$ cat config.mk
export PLATFORM = sky130hd
export DESIGN_NAME = uss_sync_slave
export DESIGN_NICKNAME = d
export VERILOG_FILES = /design/src/pkg/uss_pkg.sv /design/src/design/uss_clk_sync.sv /design/src/design/uss_rx_fifo.sv /design/src/design/uss_sync_slave.sv
export SDC_FILE = /design/constraint.sdc
export NUM_CORES = 1
export LEC_CHECK = 0
export ABC_AREA = 1
export BUFFER_PORTS_ARGS = -buffer_cell sky130_fd_sc_hd__buf_2
export CAP_MARGIN = 20
export CELL_PAD_IN_SITES_DETAIL_PLACEMENT = 1
export CELL_PAD_IN_SITES_GLOBAL_PLACEMENT = 2
export CORE_UTILIZATION = 31
export CTS_CLUSTER_SIZE = 12
export DETAILED_ROUTE_END_ITERATION = 16
export PLACE_DENSITY_LB_ADDON = 0.1
export SLEW_MARGIN = 25
export SYNTH_ARGS = -nofsm -noshare
export SYNTH_HDL_FRONTEND = slang
export SYNTH_SLANG_ARGS = --single-unit
$ cat constraint.sdc
create_clock -name clk -period 1.65 [get_ports clk]
set_input_delay 0.0825 -clock clk [delete_from_list [all_inputs] [get_ports clk]]
set_output_delay 0.0825 -clock clk [all_outputs]
set_load 0.1 [all_outputs]
$ cat src/pkg/uss_pkg.sv
// Purpose: shared constants and types for the synchronous slave serial port
// Assumes: avalon-mm register bus, word-aligned registers at 4 x index
// Notes:   offsets are register indices; byte address is index times four

package uss_pkg;

   // ----------------------------------------------------------------------
   // register indices
   // ----------------------------------------------------------------------
   localparam logic [7:0] IDX_INTERRUPT_CONTROL         = 8'h0B;
   localparam logic [7:0] IDX_PERIPHERAL_FLAGS_ONE      = 8'h0C;
   localparam logic [7:0] IDX_RECEIVE_STATUS_CONTROL    = 8'h18;
   localparam logic [7:0] IDX_TRANSMIT_BUFFER           = 8'h19;
   localparam logic [7:0] IDX_RECEIVE_FIFO_DATA         = 8'h1A;
   localparam logic [7:0] IDX_PERIPHERAL_ENABLES_ONE    = 8'h8C;
   localparam logic [7:0] IDX_TRANSMIT_STATUS_CONTROL   = 8'h98;
   localparam logic [7:0] IDX_BAUD_DIVISOR              = 8'h99;
   localparam logic [7:0] IDX_POWER_CONTROL             = 8'hF0;

   // ----------------------------------------------------------------------
   // field positions
   // ----------------------------------------------------------------------
   localparam int BIT_GLOBAL_INT_EN   = 7;
   localparam int BIT_PERIPH_INT_EN   = 6;
   localparam int BIT_RX_READY        = 5;
   localparam int BIT_TX_EMPTY        = 4;
   localparam int BIT_SERIAL_PORT_EN  = 7;
   localparam int BIT_RX_NINE_EN      = 6;
   localparam int BIT_SINGLE_RX_EN    = 5;
   localparam int BIT_CONT_RX_EN      = 4;
   localparam int BIT_ADDR_DETECT_EN  = 3;
   localparam int BIT_FRAMING_ERR     = 2;
   localparam int BIT_OVERRUN_ERR     = 1;
   localparam int BIT_RX_NINTH        = 0;
   localparam int BIT_CLK_SOURCE_SEL  = 7;
   localparam int BIT_TX_NINE_EN      = 6;
   localparam int BIT_TX_EN           = 5;
   localparam int BIT_SYNC_MODE       = 4;
   localparam int BIT_HIGH_BAUD       = 2;
   localparam int BIT_SHIFT_EMPTY     = 1;
   localparam int BIT_TX_NINTH        = 0;
   localparam int BIT_SLEEP           = 0;

   // ----------------------------------------------------------------------
   // reset values, interrupt vector and fifo depth
   // ----------------------------------------------------------------------
   localparam logic [7:0] RST_INTERRUPT_CONTROL       = 8'h00;
   localparam logic [7:0] RST_RECEIVE_STATUS_CONTROL  = 8'h00;
   localparam logic [7:0] RST_PERIPHERAL_ENABLES_ONE  = 8'h00;
   localparam logic [7:0] RST_TRANSMIT_STATUS_CONTROL = 8'h02;
   localparam logic [7:0] RST_BAUD_DIVISOR            = 8'h00;
   localparam logic [7:0] RST_DATA                    = 8'h00;
   localparam logic [7:0] INTERRUPT_VECTOR            = 8'h04;
   localparam int         FIFO_DEPTH                  = 2;

   // one received entry: data plus its ninth bit
   typedef struct packed {
      logic       ninth;
      logic [7:0] data;
   } uss_word_t;

   // edge events of the sampled shift clock
   typedef struct packed {
      logic rise;
      logic fall;
   } uss_edge_t;

endpackage

$ cat src/design/uss_clk_sync.sv
// Purpose: two-stage synchroniser and edge finder for the external shift clock
// Assumes: clock line is asynchronous to clk
// Notes:   first stage feeds only the second stage

`timescale 1ns/1ps
`default_nettype none

module uss_clk_sync
   import uss_pkg::*;
(
   input  wire logic       clk,
   input  wire logic       resetn,
   input  wire logic       line_in,
   output var  uss_edge_t  edges,
   output logic            level
);

   logic meta_reg;
   logic sync_reg;
   logic prev_reg;

   // two flops then a delayed copy for edge finding
   // reset to the idle-low line level so no false edge follows reset
   always_ff @(posedge clk or negedge resetn) begin
      if (!resetn) begin
         meta_reg <= 1'b0;
         sync_reg <= 1'b0;
         prev_reg <= 1'b0;
      end else begin
         meta_reg <= line_in;
         sync_reg <= meta_reg;
         prev_reg <= sync_reg;
      end
   end

   // edges only ever look at settled stages
   assign edges.rise = sync_reg & ~prev_reg;
   assign edges.fall = ~sync_reg & prev_reg;
   assign level      = sync_reg;

endmodule

`default_nettype wire

$ cat src/design/uss_rx_fifo.sv
// Purpose: receive fifo holding data plus ninth bit
// Assumes: push never offered when full (caller checks)
// Notes:   head entry is visible combinationally

`timescale 1ns/1ps
`default_nettype none

module uss_rx_fifo
   import uss_pkg::*;
#(
   parameter int DEPTH = FIFO_DEPTH
)(
   input  wire logic       clk,
   input  wire logic       resetn,
   input  wire logic       push,
   input  wire uss_word_t  push_word,
   input  wire logic       pop,
   output var  uss_word_t  head,
   output logic            empty,
   output logic            full
);

   localparam int AW = (DEPTH > 1) ? $clog2(DEPTH) : 1;

   // pointers wrap freely, so only powers of two are served
   if (DEPTH < 2 || (DEPTH & (DEPTH - 1)) != 0) begin : g_depth_check
      $error("uss_rx_fifo: DEPTH must be a power of two, at least 2");
   end

   uss_word_t       mem [DEPTH];
   logic [AW-1:0]   wr_ptr_reg;
   logic [AW-1:0]   rd_ptr_reg;
   logic [AW:0]     count_reg;

   assign empty = (count_reg == '0);
   assign full  = (count_reg == (AW+1)'(DEPTH));
   assign head  = mem[rd_ptr_reg];

   // storage; no reset needed on data
   always_ff @(posedge clk) begin
      if (push && !full)
         mem[wr_ptr_reg] <= push_word;
   end

   // pointers and fill count
   always_ff @(posedge clk or negedge resetn) begin
      if (!resetn) begin
         wr_ptr_reg <= '0;
         rd_ptr_reg <= '0;
         count_reg  <= '0;
      end else begin
         if (push && !full)
            wr_ptr_reg <= wr_ptr_reg + AW'(1);
         if (pop && !empty)
            rd_ptr_reg <= rd_ptr_reg + AW'(1);
         count_reg <= count_reg + (AW+1)'(push && !full) - (AW+1)'(pop && !empty);
      end
   end

endmodule

`default_nettype wire

$ cat src/design/uss_sync_slave.sv
// Purpose: synchronous slave serial transceiver with avalon-mm registers
// Assumes: external master drives the shift clock; data changes after its fall
// Notes:   registers at byte address = index * 4; data in low 8 bits
//
// Added by the designer: the Avalon-MM register port.

`timescale 1ns/1ps
`default_nettype none

module uss_sync_slave
   import uss_pkg::*;
(
   input  wire logic        clk,
   input  wire logic        resetn,
   // avalon-mm slave
   input  wire logic [9:0]  avs_address,
   input  wire logic        avs_read,
   input  wire logic        avs_write,
   input  wire logic [31:0] avs_writedata,
   input  wire logic [3:0]  avs_byteenable,
   output logic [31:0]      avs_readdata,
   output logic             avs_waitrequest,
   // serial pins
   input  wire logic        shift_clk_in,
   input  wire logic        data_in,
   output logic             data_out,
   output logic             data_oe,
   // core power state and vector request
   output logic             sleeping,
   output logic             wake,
   output logic             irq_vector_req
);

   // ----------------------------------------------------------------------
   // registers and state
   // ----------------------------------------------------------------------
   logic [7:0]  interrupt_control_reg;
   logic [7:0]  pie_reg;
   logic [7:0]  receive_status_control_reg;      // control bits only; status is composed
   logic [7:0]  transmit_status_control_reg;      // control bits only
   logic [7:0]  baud_reg;
   logic        sleep_reg;
   logic [7:0]  txbuf_reg;
   logic        txbuf_ninth_reg;
   logic        txbuf_full_reg;
   logic [8:0]  tsr_reg;
   logic [3:0]  tx_cnt_reg;     // bits left in shifter, 0 = empty
   logic        tx_first_reg;   // first bit waits for a clock rise
   logic [8:0]  rsr_reg;
   logic [3:0]  rx_cnt_reg;
   logic        overrun_error_reg;
   logic        framing_error_reg;
   logic        wait_reg;
   logic [31:0] rdata_reg;
   logic        data_out_reg;
   logic        data_oe_reg;
   logic        wake_reg;
   logic        vec_reg;

   // ----------------------------------------------------------------------
   // clock synchronisers and receive fifo
   // ----------------------------------------------------------------------
   uss_edge_t   ck_edge;
   logic        dt_level;
   uss_word_t   fifo_head;
   logic        fifo_empty;
   logic        fifo_full;
   logic        fifo_push;
   logic        fifo_pop;
   uss_word_t   fifo_word;

   // external shift clock only; no internal baud generation here
   uss_clk_sync u_ck_sync (
      .clk     (clk),
      .resetn  (resetn),
      .line_in (shift_clk_in),
      .edges   (ck_edge),
      .level   ()
   );

   // data line crosses with the same two stages
   uss_clk_sync u_dt_sync (
      .clk     (clk),
      .resetn  (resetn),
      .line_in (data_in),
      .edges   (),
      .level   (dt_level)
   );

   uss_rx_fifo #(.DEPTH(FIFO_DEPTH)) u_fifo (
      .clk       (clk),
      .resetn    (resetn),
      .push      (fifo_push),
      .push_word (fifo_word),
      .pop       (fifo_pop),
      .head      (fifo_head),
      .empty     (fifo_empty),
      .full      (fifo_full)
   );

   // ----------------------------------------------------------------------
   // decode
   // ----------------------------------------------------------------------
   logic [7:0] idx;
   logic       bus_go;
   logic       wr_go;
   logic       rd_go;
   logic [7:0] wbyte;

   assign idx    = avs_address[9:2];
   // one wait state: request taken on the edge where waitrequest is low
   assign bus_go = (avs_read | avs_write) & ~wait_reg;
   assign wr_go  = bus_go & avs_write & avs_byteenable[0];
   assign rd_go  = bus_go & avs_read;
   assign wbyte  = avs_writedata[7:0];

   logic port_on;
   logic tx_on;
   logic rx_on;
   logic nine_tx;
   logic nine_rx;

   assign port_on = receive_status_control_reg[BIT_SERIAL_PORT_EN] & transmit_status_control_reg[BIT_SYNC_MODE]
                    & ~transmit_status_control_reg[BIT_CLK_SOURCE_SEL];
   assign tx_on   = port_on & transmit_status_control_reg[BIT_TX_EN];
   // single-receive enable deliberately not looked at
   assign rx_on   = port_on & receive_status_control_reg[BIT_CONT_RX_EN];
   assign nine_tx = transmit_status_control_reg[BIT_TX_NINE_EN];
   assign nine_rx = receive_status_control_reg[BIT_RX_NINE_EN];

   logic txbuf_wr;
   logic tx_load;

   assign txbuf_wr = wr_go && idx == IDX_TRANSMIT_BUFFER;
   // shifter loads from buffer as soon as it is empty, sleep or not
   assign tx_load  = tx_on && txbuf_full_reg && tx_cnt_reg == 4'h0;

   // ----------------------------------------------------------------------
   // bus handshake and read data
   // ----------------------------------------------------------------------
   // waitrequest drops for one cycle per request
   always_ff @(posedge clk or negedge resetn) begin
      if (!resetn) begin
         wait_reg <= 1'b1;
      end else begin
         wait_reg <= ~((avs_read | avs_write) & wait_reg);
      end
   end

   // read mux registered one cycle before the accepting edge
   // an empty fifo shows zeros, never a stale or unwritten entry
   always_ff @(posedge clk or negedge resetn) begin
      if (!resetn) begin
         rdata_reg <= 32'h0000_0000;
      end else begin
         unique case (idx)
            IDX_INTERRUPT_CONTROL:       rdata_reg <= {24'h0, interrupt_control_reg};
            IDX_PERIPHERAL_FLAGS_ONE:    rdata_reg <= {24'h0, 2'b00, ~fifo_empty,
                                                       ~txbuf_full_reg, 4'h0};
            IDX_RECEIVE_STATUS_CONTROL:  rdata_reg <= {24'h0, receive_status_control_reg[7:3], framing_error_reg, overrun_error_reg,
                                                       ~fifo_empty & fifo_head.ninth};
            IDX_RECEIVE_FIFO_DATA:       rdata_reg <= {24'h0, fifo_empty ? RST_DATA
                                                                : fifo_head.data};
            IDX_PERIPHERAL_ENABLES_ONE:  rdata_reg <= {24'h0, pie_reg};
            IDX_TRANSMIT_STATUS_CONTROL: rdata_reg <= {24'h0, transmit_status_control_reg[7:2],
                                                       tx_cnt_reg == 4'h0,
                                                       transmit_status_control_reg[BIT_TX_NINTH]};
            IDX_BAUD_DIVISOR:            rdata_reg <= {24'h0, baud_reg};
            IDX_POWER_CONTROL:           rdata_reg <= {31'h0, sleep_reg};
            default:                     rdata_reg <= 32'h0000_0000;
         endcase
      end
   end

   assign avs_readdata    = rdata_reg;
   assign avs_waitrequest = wait_reg;

   // ----------------------------------------------------------------------
   // control register writes
   // ----------------------------------------------------------------------
   always_ff @(posedge clk or negedge resetn) begin
      if (!resetn) begin
         interrupt_control_reg <= RST_INTERRUPT_CONTROL;
         pie_reg    <= RST_PERIPHERAL_ENABLES_ONE;
         receive_status_control_reg  <= RST_RECEIVE_STATUS_CONTROL;
         transmit_status_control_reg  <= RST_TRANSMIT_STATUS_CONTROL;
         baud_reg   <= RST_BAUD_DIVISOR;
      end else if (wr_go) begin
         unique case (idx)
            IDX_INTERRUPT_CONTROL:       interrupt_control_reg <= wbyte;
            IDX_PERIPHERAL_ENABLES_ONE:  pie_reg    <= wbyte;
            IDX_RECEIVE_STATUS_CONTROL:  receive_status_control_reg  <= {wbyte[7:3], 3'b000};
            IDX_TRANSMIT_STATUS_CONTROL: transmit_status_control_reg  <= {wbyte[7:2], 1'b0, wbyte[0]};
            IDX_BAUD_DIVISOR:            baud_reg   <= wbyte;
            default:                     ;
         endcase
      end
   end

   // sleep entered by software, left on any wake event
   always_ff @(posedge clk or negedge resetn) begin
      if (!resetn) begin
         sleep_reg <= 1'b0;
      end else if (wake_reg) begin
         sleep_reg <= 1'b0;
      end else if (wr_go && idx == IDX_POWER_CONTROL) begin
         sleep_reg <= wbyte[BIT_SLEEP];
      end
   end

   // ----------------------------------------------------------------------
   // transmit path
   // ----------------------------------------------------------------------
   // buffer holds one word; a write while full overwrites it
   always_ff @(posedge clk or negedge resetn) begin
      if (!resetn) begin
         txbuf_reg       <= RST_DATA;
         txbuf_ninth_reg <= 1'b0;
         txbuf_full_reg  <= 1'b0;
      end else begin
         if (txbuf_wr) begin
            txbuf_reg       <= wbyte;
            txbuf_ninth_reg <= transmit_status_control_reg[BIT_TX_NINTH];
            txbuf_full_reg  <= 1'b1;
         end else if (tx_load) begin
            txbuf_full_reg  <= 1'b0;  // empty flag rises only here
         end
      end
   end

   // shifter: bit changes after a fall, master samples on its rise
   always_ff @(posedge clk or negedge resetn) begin
      if (!resetn) begin
         tsr_reg      <= 9'h000;
         tx_cnt_reg   <= 4'h0;
         tx_first_reg <= 1'b0;
      end else if (!tx_on) begin
         tx_cnt_reg   <= 4'h0;
         tx_first_reg <= 1'b0;
      end else if (tx_load) begin
         tsr_reg      <= {txbuf_ninth_reg, txbuf_reg};
         tx_cnt_reg   <= nine_tx ? 4'h9 : 4'h8;
         tx_first_reg <= 1'b1;
      end else if (tx_cnt_reg != 4'h0 && ck_edge.fall && !tx_first_reg) begin
         tsr_reg      <= {1'b0, tsr_reg[8:1]};
         tx_cnt_reg   <= tx_cnt_reg - 4'h1;
      end else if (ck_edge.rise) begin
         tx_first_reg <= 1'b0;
      end
   end

   // pin drive follows the shifter, enabled whenever transmit is on
   always_ff @(posedge clk or negedge resetn) begin
      if (!resetn) begin
         data_out_reg <= 1'b0;
         data_oe_reg  <= 1'b0;
      end else begin
         data_out_reg <= tsr_reg[0];
         data_oe_reg  <= tx_on;
      end
   end

   // ----------------------------------------------------------------------
   // receive path
   // ----------------------------------------------------------------------
   logic [3:0] rx_len;
   logic       rx_last;

   assign rx_len   = nine_rx ? 4'h9 : 4'h8;
   // data sampled on the falling edge of the shift clock
   assign rx_last  = rx_on && !overrun_error_reg && ck_edge.fall && rx_cnt_reg == rx_len - 4'h1;
   assign fifo_push = rx_last && !fifo_full;
   assign fifo_word = '{ninth: nine_rx ? dt_level : 1'b0,
                        data:  nine_rx ? rsr_reg[8:1] : {dt_level, rsr_reg[8:2]}};
   assign fifo_pop  = rd_go && idx == IDX_RECEIVE_FIFO_DATA;

   always_ff @(posedge clk or negedge resetn) begin
      if (!resetn) begin
         rsr_reg    <= 9'h000;
         rx_cnt_reg <= 4'h0;
      end else if (!rx_on || overrun_error_reg) begin
         rx_cnt_reg <= 4'h0;
      end else if (ck_edge.fall) begin
         rsr_reg    <= {dt_level, rsr_reg[8:1]};
         rx_cnt_reg <= rx_last ? 4'h0 : rx_cnt_reg + 4'h1;
      end
   end

   // overrun stands until continuous receive is cleared
   always_ff @(posedge clk or negedge resetn) begin
      if (!resetn) begin
         overrun_error_reg <= 1'b0;
         framing_error_reg <= 1'b0;
      end else if (rx_last && fifo_full) begin
         overrun_error_reg <= 1'b1;
      end else if (!receive_status_control_reg[BIT_CONT_RX_EN]) begin
         overrun_error_reg <= 1'b0;
         framing_error_reg <= 1'b0;
      end
   end

   // ----------------------------------------------------------------------
   // wake and vector request
   // ----------------------------------------------------------------------
   logic tx_int;
   logic rx_int;
   logic any_int;

   assign tx_int  = ~txbuf_full_reg & pie_reg[BIT_TX_EMPTY];
   assign rx_int  = ~fifo_empty & pie_reg[BIT_RX_READY];
   assign any_int = (tx_int | rx_int) & interrupt_control_reg[BIT_PERIPH_INT_EN];

   always_ff @(posedge clk or negedge resetn) begin
      if (!resetn) begin
         wake_reg <= 1'b0;
         vec_reg  <= 1'b0;
      end else begin
         wake_reg <= sleep_reg & any_int;
         vec_reg  <= any_int & interrupt_control_reg[BIT_GLOBAL_INT_EN];
      end
   end

   assign data_out       = data_out_reg;
   assign data_oe        = data_oe_reg;
   assign sleeping       = sleep_reg;
   assign wake           = wake_reg;
   assign irq_vector_req = vec_reg;

endmodule

`default_nettype wire

* Word level (Yosys, flattened, before mapping)
Memory sizes are Yosys's and may differ from the RTL's.
Index checks and enable logic that the tools add are counted.
** Storage, ports and cells
- Memories :: 1
- Bits in registers :: 122
- Bits of input ports :: 52
- Bits in writable memories :: 18
** Cells by class
- Reductions and logical operators :: 35
- Muxes and demuxes :: 26
- Bitwise operators :: 27
- Add/subtract/negate cells :: 7
- Equal/unequal tests :: 15
** Memories
- u_fifo.mem :: depth 2, width 9, rd ports 1, clocked after memory_dff 0, wr ports 1, RTL line uss_rx_fifo.sv:30 : uss_word_t mem [DEPTH];
** Operator list (number)
- case mux 8 bit (8 select lines) :: 1
- equality test 8 bit, second input constant :: 4
- equality test 8 x 5 -> 1 bit, second input constant :: 3
- 2-to-1 mux 4 bit :: 6
- 2-to-1 mux 9 bit :: 2
- bitwise AND 1 bit :: 17
- equality test 8 x 4 -> 1 bit, second input constant :: 2
- 2-to-1 mux 8 bit :: 2
- AND reduction 2 bit :: 8
- 2-to-1 mux 1 bit :: 15
- logical AND 1 bit :: 14
- NOT 1 bit :: 8
- nonzero test 2 bit :: 4
- subtractor 4 x 1 -> 4 bit, second input constant :: 2
- zero test 1 bit :: 5
- adder 4 x 1 -> 4 bit, second input constant :: 1
- equality test 4 bit :: 1
- zero test 4 bit :: 1
- nonzero test 4 bit :: 1
- inequality test 3 x 1 -> 1 bit, second input constant :: 1
- inequality test 3 x 2 -> 1 bit, second input constant :: 1
- inequality test 3 bit, second input constant :: 1
- adder 1 bit, second input constant :: 2
- adder 2 x 1 -> 2 bit :: 1
- other kinds (6) :: 7

* Depth between registers and ports, before layout
- Depth in word-level cells :: 10
- Mapped depth :: 12

* Hierarchy
Synthesis repeated with hierarchy kept, for this count alone.
** Unflattened totals
- Cell total of the unflattened synthesis :: 678
- Area, all modules :: 5784.3 µm²
** Modules (own cells, without submodules)
- uss_sync_slave :: sequential area each 2178.3 µm², area each 4714.5 µm², cells an instance 583, instances 1
- uss_rx_fifo :: sequential area each 640.6 µm², area each 889.6 µm², cells an instance 81, instances 1
- uss_clk_sync :: sequential area each 75.1 µm², area each 90.1 µm², cells an instance 7, instances 2

* Worst setup path before layout
No wires, ideal clock.
- Path kind :: register -> register
- Start point :: register u_ck_sync.sync_reg (netlist: u_ck_sync.level)
- End point :: memory u_fifo.mem[1][0] in the netlist's numbering, enable pin
- Cell stages (with the launch flop) :: 6
- Data arrival time :: 1.423 ns
- Setup time :: 0.374 ns
- Clock period less this slack :: 1.798 ns
- Path buffers :: 0
- Setup slack :: -0.148 ns
- Cell sequence :: dfrtp_1 -> nor2_1 -> nand3_2 -> a21oi_2 -> nand2_1 -> nor2_1
** On the way
- Longest elaborated chain between the ends :: 8
** RTL lines
- start: declaration :: RTL line uss_clk_sync.sv:19 : logic sync_reg;
- start signal: assignment :: RTL line uss_clk_sync.sv:31 : sync_reg <= meta_reg;
- NOT 1 bit :: RTL line uss_clk_sync.sv:38 : assign edges.fall = ~sync_reg & prev_reg;
- bitwise AND 1 bit :: RTL line uss_clk_sync.sv:38
- logical AND 1 bit (2 in series) :: RTL line uss_sync_slave.sv:271 : assign rx_last = rx_on && !overrun_error_reg && ck_edge.fall && rx_cnt_reg == rx_len - 4'h1;
- logical AND 1 bit :: RTL line uss_sync_slave.sv:272 : assign fifo_push = rx_last && !fifo_full;
- logical AND 1 bit :: RTL line uss_rx_fifo.sv:41 : if (push && !full)
- 2-to-1 mux 1 bit :: RTL line uss_rx_fifo.sv:41
- 2-to-1 mux 1 bit (not written as such) :: RTL line uss_rx_fifo.sv:42 : mem[wr_ptr_reg] <= push_word;
- end: declaration :: RTL line uss_rx_fifo.sv:30
Every way passes these cells.

* Final worst setup path
- Start point :: register wait_reg (netlist: avs_waitrequest)
- End point :: output avs_waitrequest
** RTL lines
- start: declaration :: RTL line uss_sync_slave.sv:53 : logic wait_reg;
- start signal: assignment :: RTL line uss_sync_slave.sv:146 : wait_reg <= ~((avs_read | avs_write) & wait_reg);
- end: declaration :: RTL line uss_sync_slave.sv:22 : output logic avs_waitrequest,
No word-level cell between the ends.

==> out/qor.yml <==
run_status:
  status: "completed"
sta:
  setup_violations: 0
  hold_viol_final: 0
  slew_violations: 0
  fin_crit_sh_pct: 93.1
  whs_ps: 107
  max_clock_freq_mhz: 651
  skew_ps: 6.14
  min_period_ps: 1540
  rsz0062_at_grt: "no"
synth:
  synth_cell_type_count: 38
  ys_top_cells_by_area: "dfrtp_1, nand2_1, edfxtp_1, o21ai_2, inv_1"
  synth_seq_cells: 114
  netlist_instances: 644
  ys_seq_area_share_pct: 52.8
  yosys.area.top_type_share_pct: 42.7
  synth_top_area_cell: "dfrtp_1"
  netlist_area_sq_mm: 0.00557
  yosysWarnings: 0
  synth.avg_cell_area_sq_um: 8.65
min_path:
  min_path_type: "in2async"
power_and_ir_drop:
  power_mw: 7.33
  cellPowerDensity_mw_per_mm2: 1060
  ir_drop_mv: 0.680
  p_leak_nw: 3.53
routing:
  drc: 0
  drt_iter0_drc: 178
  viasPerCell: 4.43
  ant_nets: 0
  num_vias: 4284
  avgRoutedWirePerCell_microns: 14.6
  wl_mm: 14.1
  drtPass1Iterations: 5
floorplan:
  rows: 48
  die-width_microns: 136
  core_area_sq_mm: 0.0174
  start_util_pct: 32.0
  fp.dieH_microns: 136
  ios: 90
  dieArea_sq_mm: 0.0185
global_routing:
  grt_max_degree: 46
  grt_pass1_wl_mm: 23.6
  first_global_vias: 4672
  track_usage_pct: 17.1
  grt_overflow: 0
  antenna_found_initial: 0
clocking:
  clock-sinks: 114
  clockBufferDepth: 2
  clockRootBuffer: "clkbuf_16"
  clk_latency_ps: 420
  tritoncts: "done"
  htreeDepth: 4
  clk_pin_slew_ps: 60
  cts_made_buffers: 17
worst_setup_path:
  worstPathArrival_ps: 1450
  startpoint_type: "flip-flop"
  ff2ff_path_depth: 7
  path_buf_inv: 1
  cp_top_family: "flip-flops"
  worst-path-stages: 1
  crit_fanout: 4
  crit_type: "reg2out"
  slowest_stage: "dfstp_4"
  crit_chain: "buf_2"
  required_ps: 1570
  crit_path_max_incr_delay_ps: 620
  endpoint_kind: "primary output"
placement:
  routabilityCongestion: 0.736
  io_buffers: 36
  dp.cells: 918
  dp_hpwl_mm: 10.6
  placed_area_sq_mm: 0.00613
layout:
  fin_cells: 966
  largest_reg_flops: 18
  fin_nets: 783
  final_area_sq_mm: 0.00693
  syn_to_final_growth_pct: 24.3
  final_util_pct: 39.8
  diodes: 0
  drive_gt1_share_pct: 22.5
  fillers: 2069
  final_common_cell: "nand2_1"
  final_cell_mix: "nand2_1, dfrtp_1, inv_1"
run:
  maxCapViolations: 0
## cells in the mapped netlist
library cell and instances:
o21ai_1 6, xor2_1 2, a22o_1 1, and3_1 1, nand2_2 3, nand3_1 21, nand4_2 1, inv_1 60
nand3_2 3, o21ai_2 31, xnor2_1 2, clkbuf_1 3, dfrtp_1 95, nand3b_1 1, buf_6 5, ha_1 3
nor2_4 5, nor3_1 1, buf_2 2, edfxtp_1 18, dfstp_2 1, nor2_8 2, nor2_1 57, nand2_4 4
nor3_4 2, nand2_1 228, conb_1 1, clkinv_2 1, clkinv_1 1, inv_4 1, nand4_1 4, a21oi_2 1
inv_2 5, nand3_4 1, o21ai_0 32, nor2_2 4, buf_4 26, a21oi_1 9
## cells by family after synthesis
kind of cell | synth area share (%)
other cells | 0.0673
simple gates | 26.9
flops | 52.8
buf+inv | 9.54
fa+ha+maj | 0.674
compound gates | 9.41
xor+xnor | 0.629
## per-layer routing
layer  GRT usage [%]  vias up  share of wire, %
li1                -     2148                 -
met1            21.0     2083                46
met2            28.9       43                51
met3            4.33       10               2.4
met4            5.99        0               1.2
met5               0        -                 0
## where the power goes
| part | switching (mW) | total, mW | internal (mW) |
|---|---|---|---|
| Clock | 1.30 | 3.90 | 2.60 |
| Combinational | 0.441 | 0.530 | 0.0895 |
| Sequential | 0.0161 | 2.90 | 2.88 |
## metrics by stage
stage / setup TNS [ps] / setup slack, ps
after floorplan: -0.581 / -0.581
after global placement: 0 / 49.0
after detailed placement: 0 / 48.4
after CTS: 0 / 40.7
after global routing: 0 / 4.84
final: 0 / 114
## layout make-up
cell class / instances / area, sq um / area share, %
Tap cell: 225 / 282 / 4.06
Sequential cell: 114 / 2950 / 42.6
Inverter: 68 / 259 / 3.74
Multi-Input combinational cell: 449 / 2210 / 31.9
Clock buffer: 22 / 464 / 6.70
Clock inverter: 10 / 156 / 2.26
Timing Repair Buffer: 78 / 609 / 8.80
## what timing repair did
action | CTS | global route
setup endpoints to repair | 0 | 31
hold buffers | 13 | 0
gates resized for setup | 0 | 9
endpoints found under the hold margin | 108 | 0
buffers inserted | 0 | 3
## final timing paths
path / from / to / slack [ps]
min in group clk: avs_address[7] / pie_reg[4]$_DFFE_PN0P_ / 160
worst min-delay path: resetn / wake$_DFF_PN0_ / 110
worst min register to register: u_ck_sync.meta_reg$_DFF_PN0_ / u_ck_sync.level$_DFF_PN0_ / 350
worst max register to register: rx_cnt_reg[1]$_DFFE_PN0P_ / u_fifo.mem[1][5]$_DFFE_PP_ / 120
max in group asynchronous: resetn / u_ck_sync.prev_reg$_DFF_PN0_ / 1000
worst max-delay path: avs_waitrequest$_DFF_PN1_ / avs_waitrequest / 110
Power figures use the tool's default switching activity.
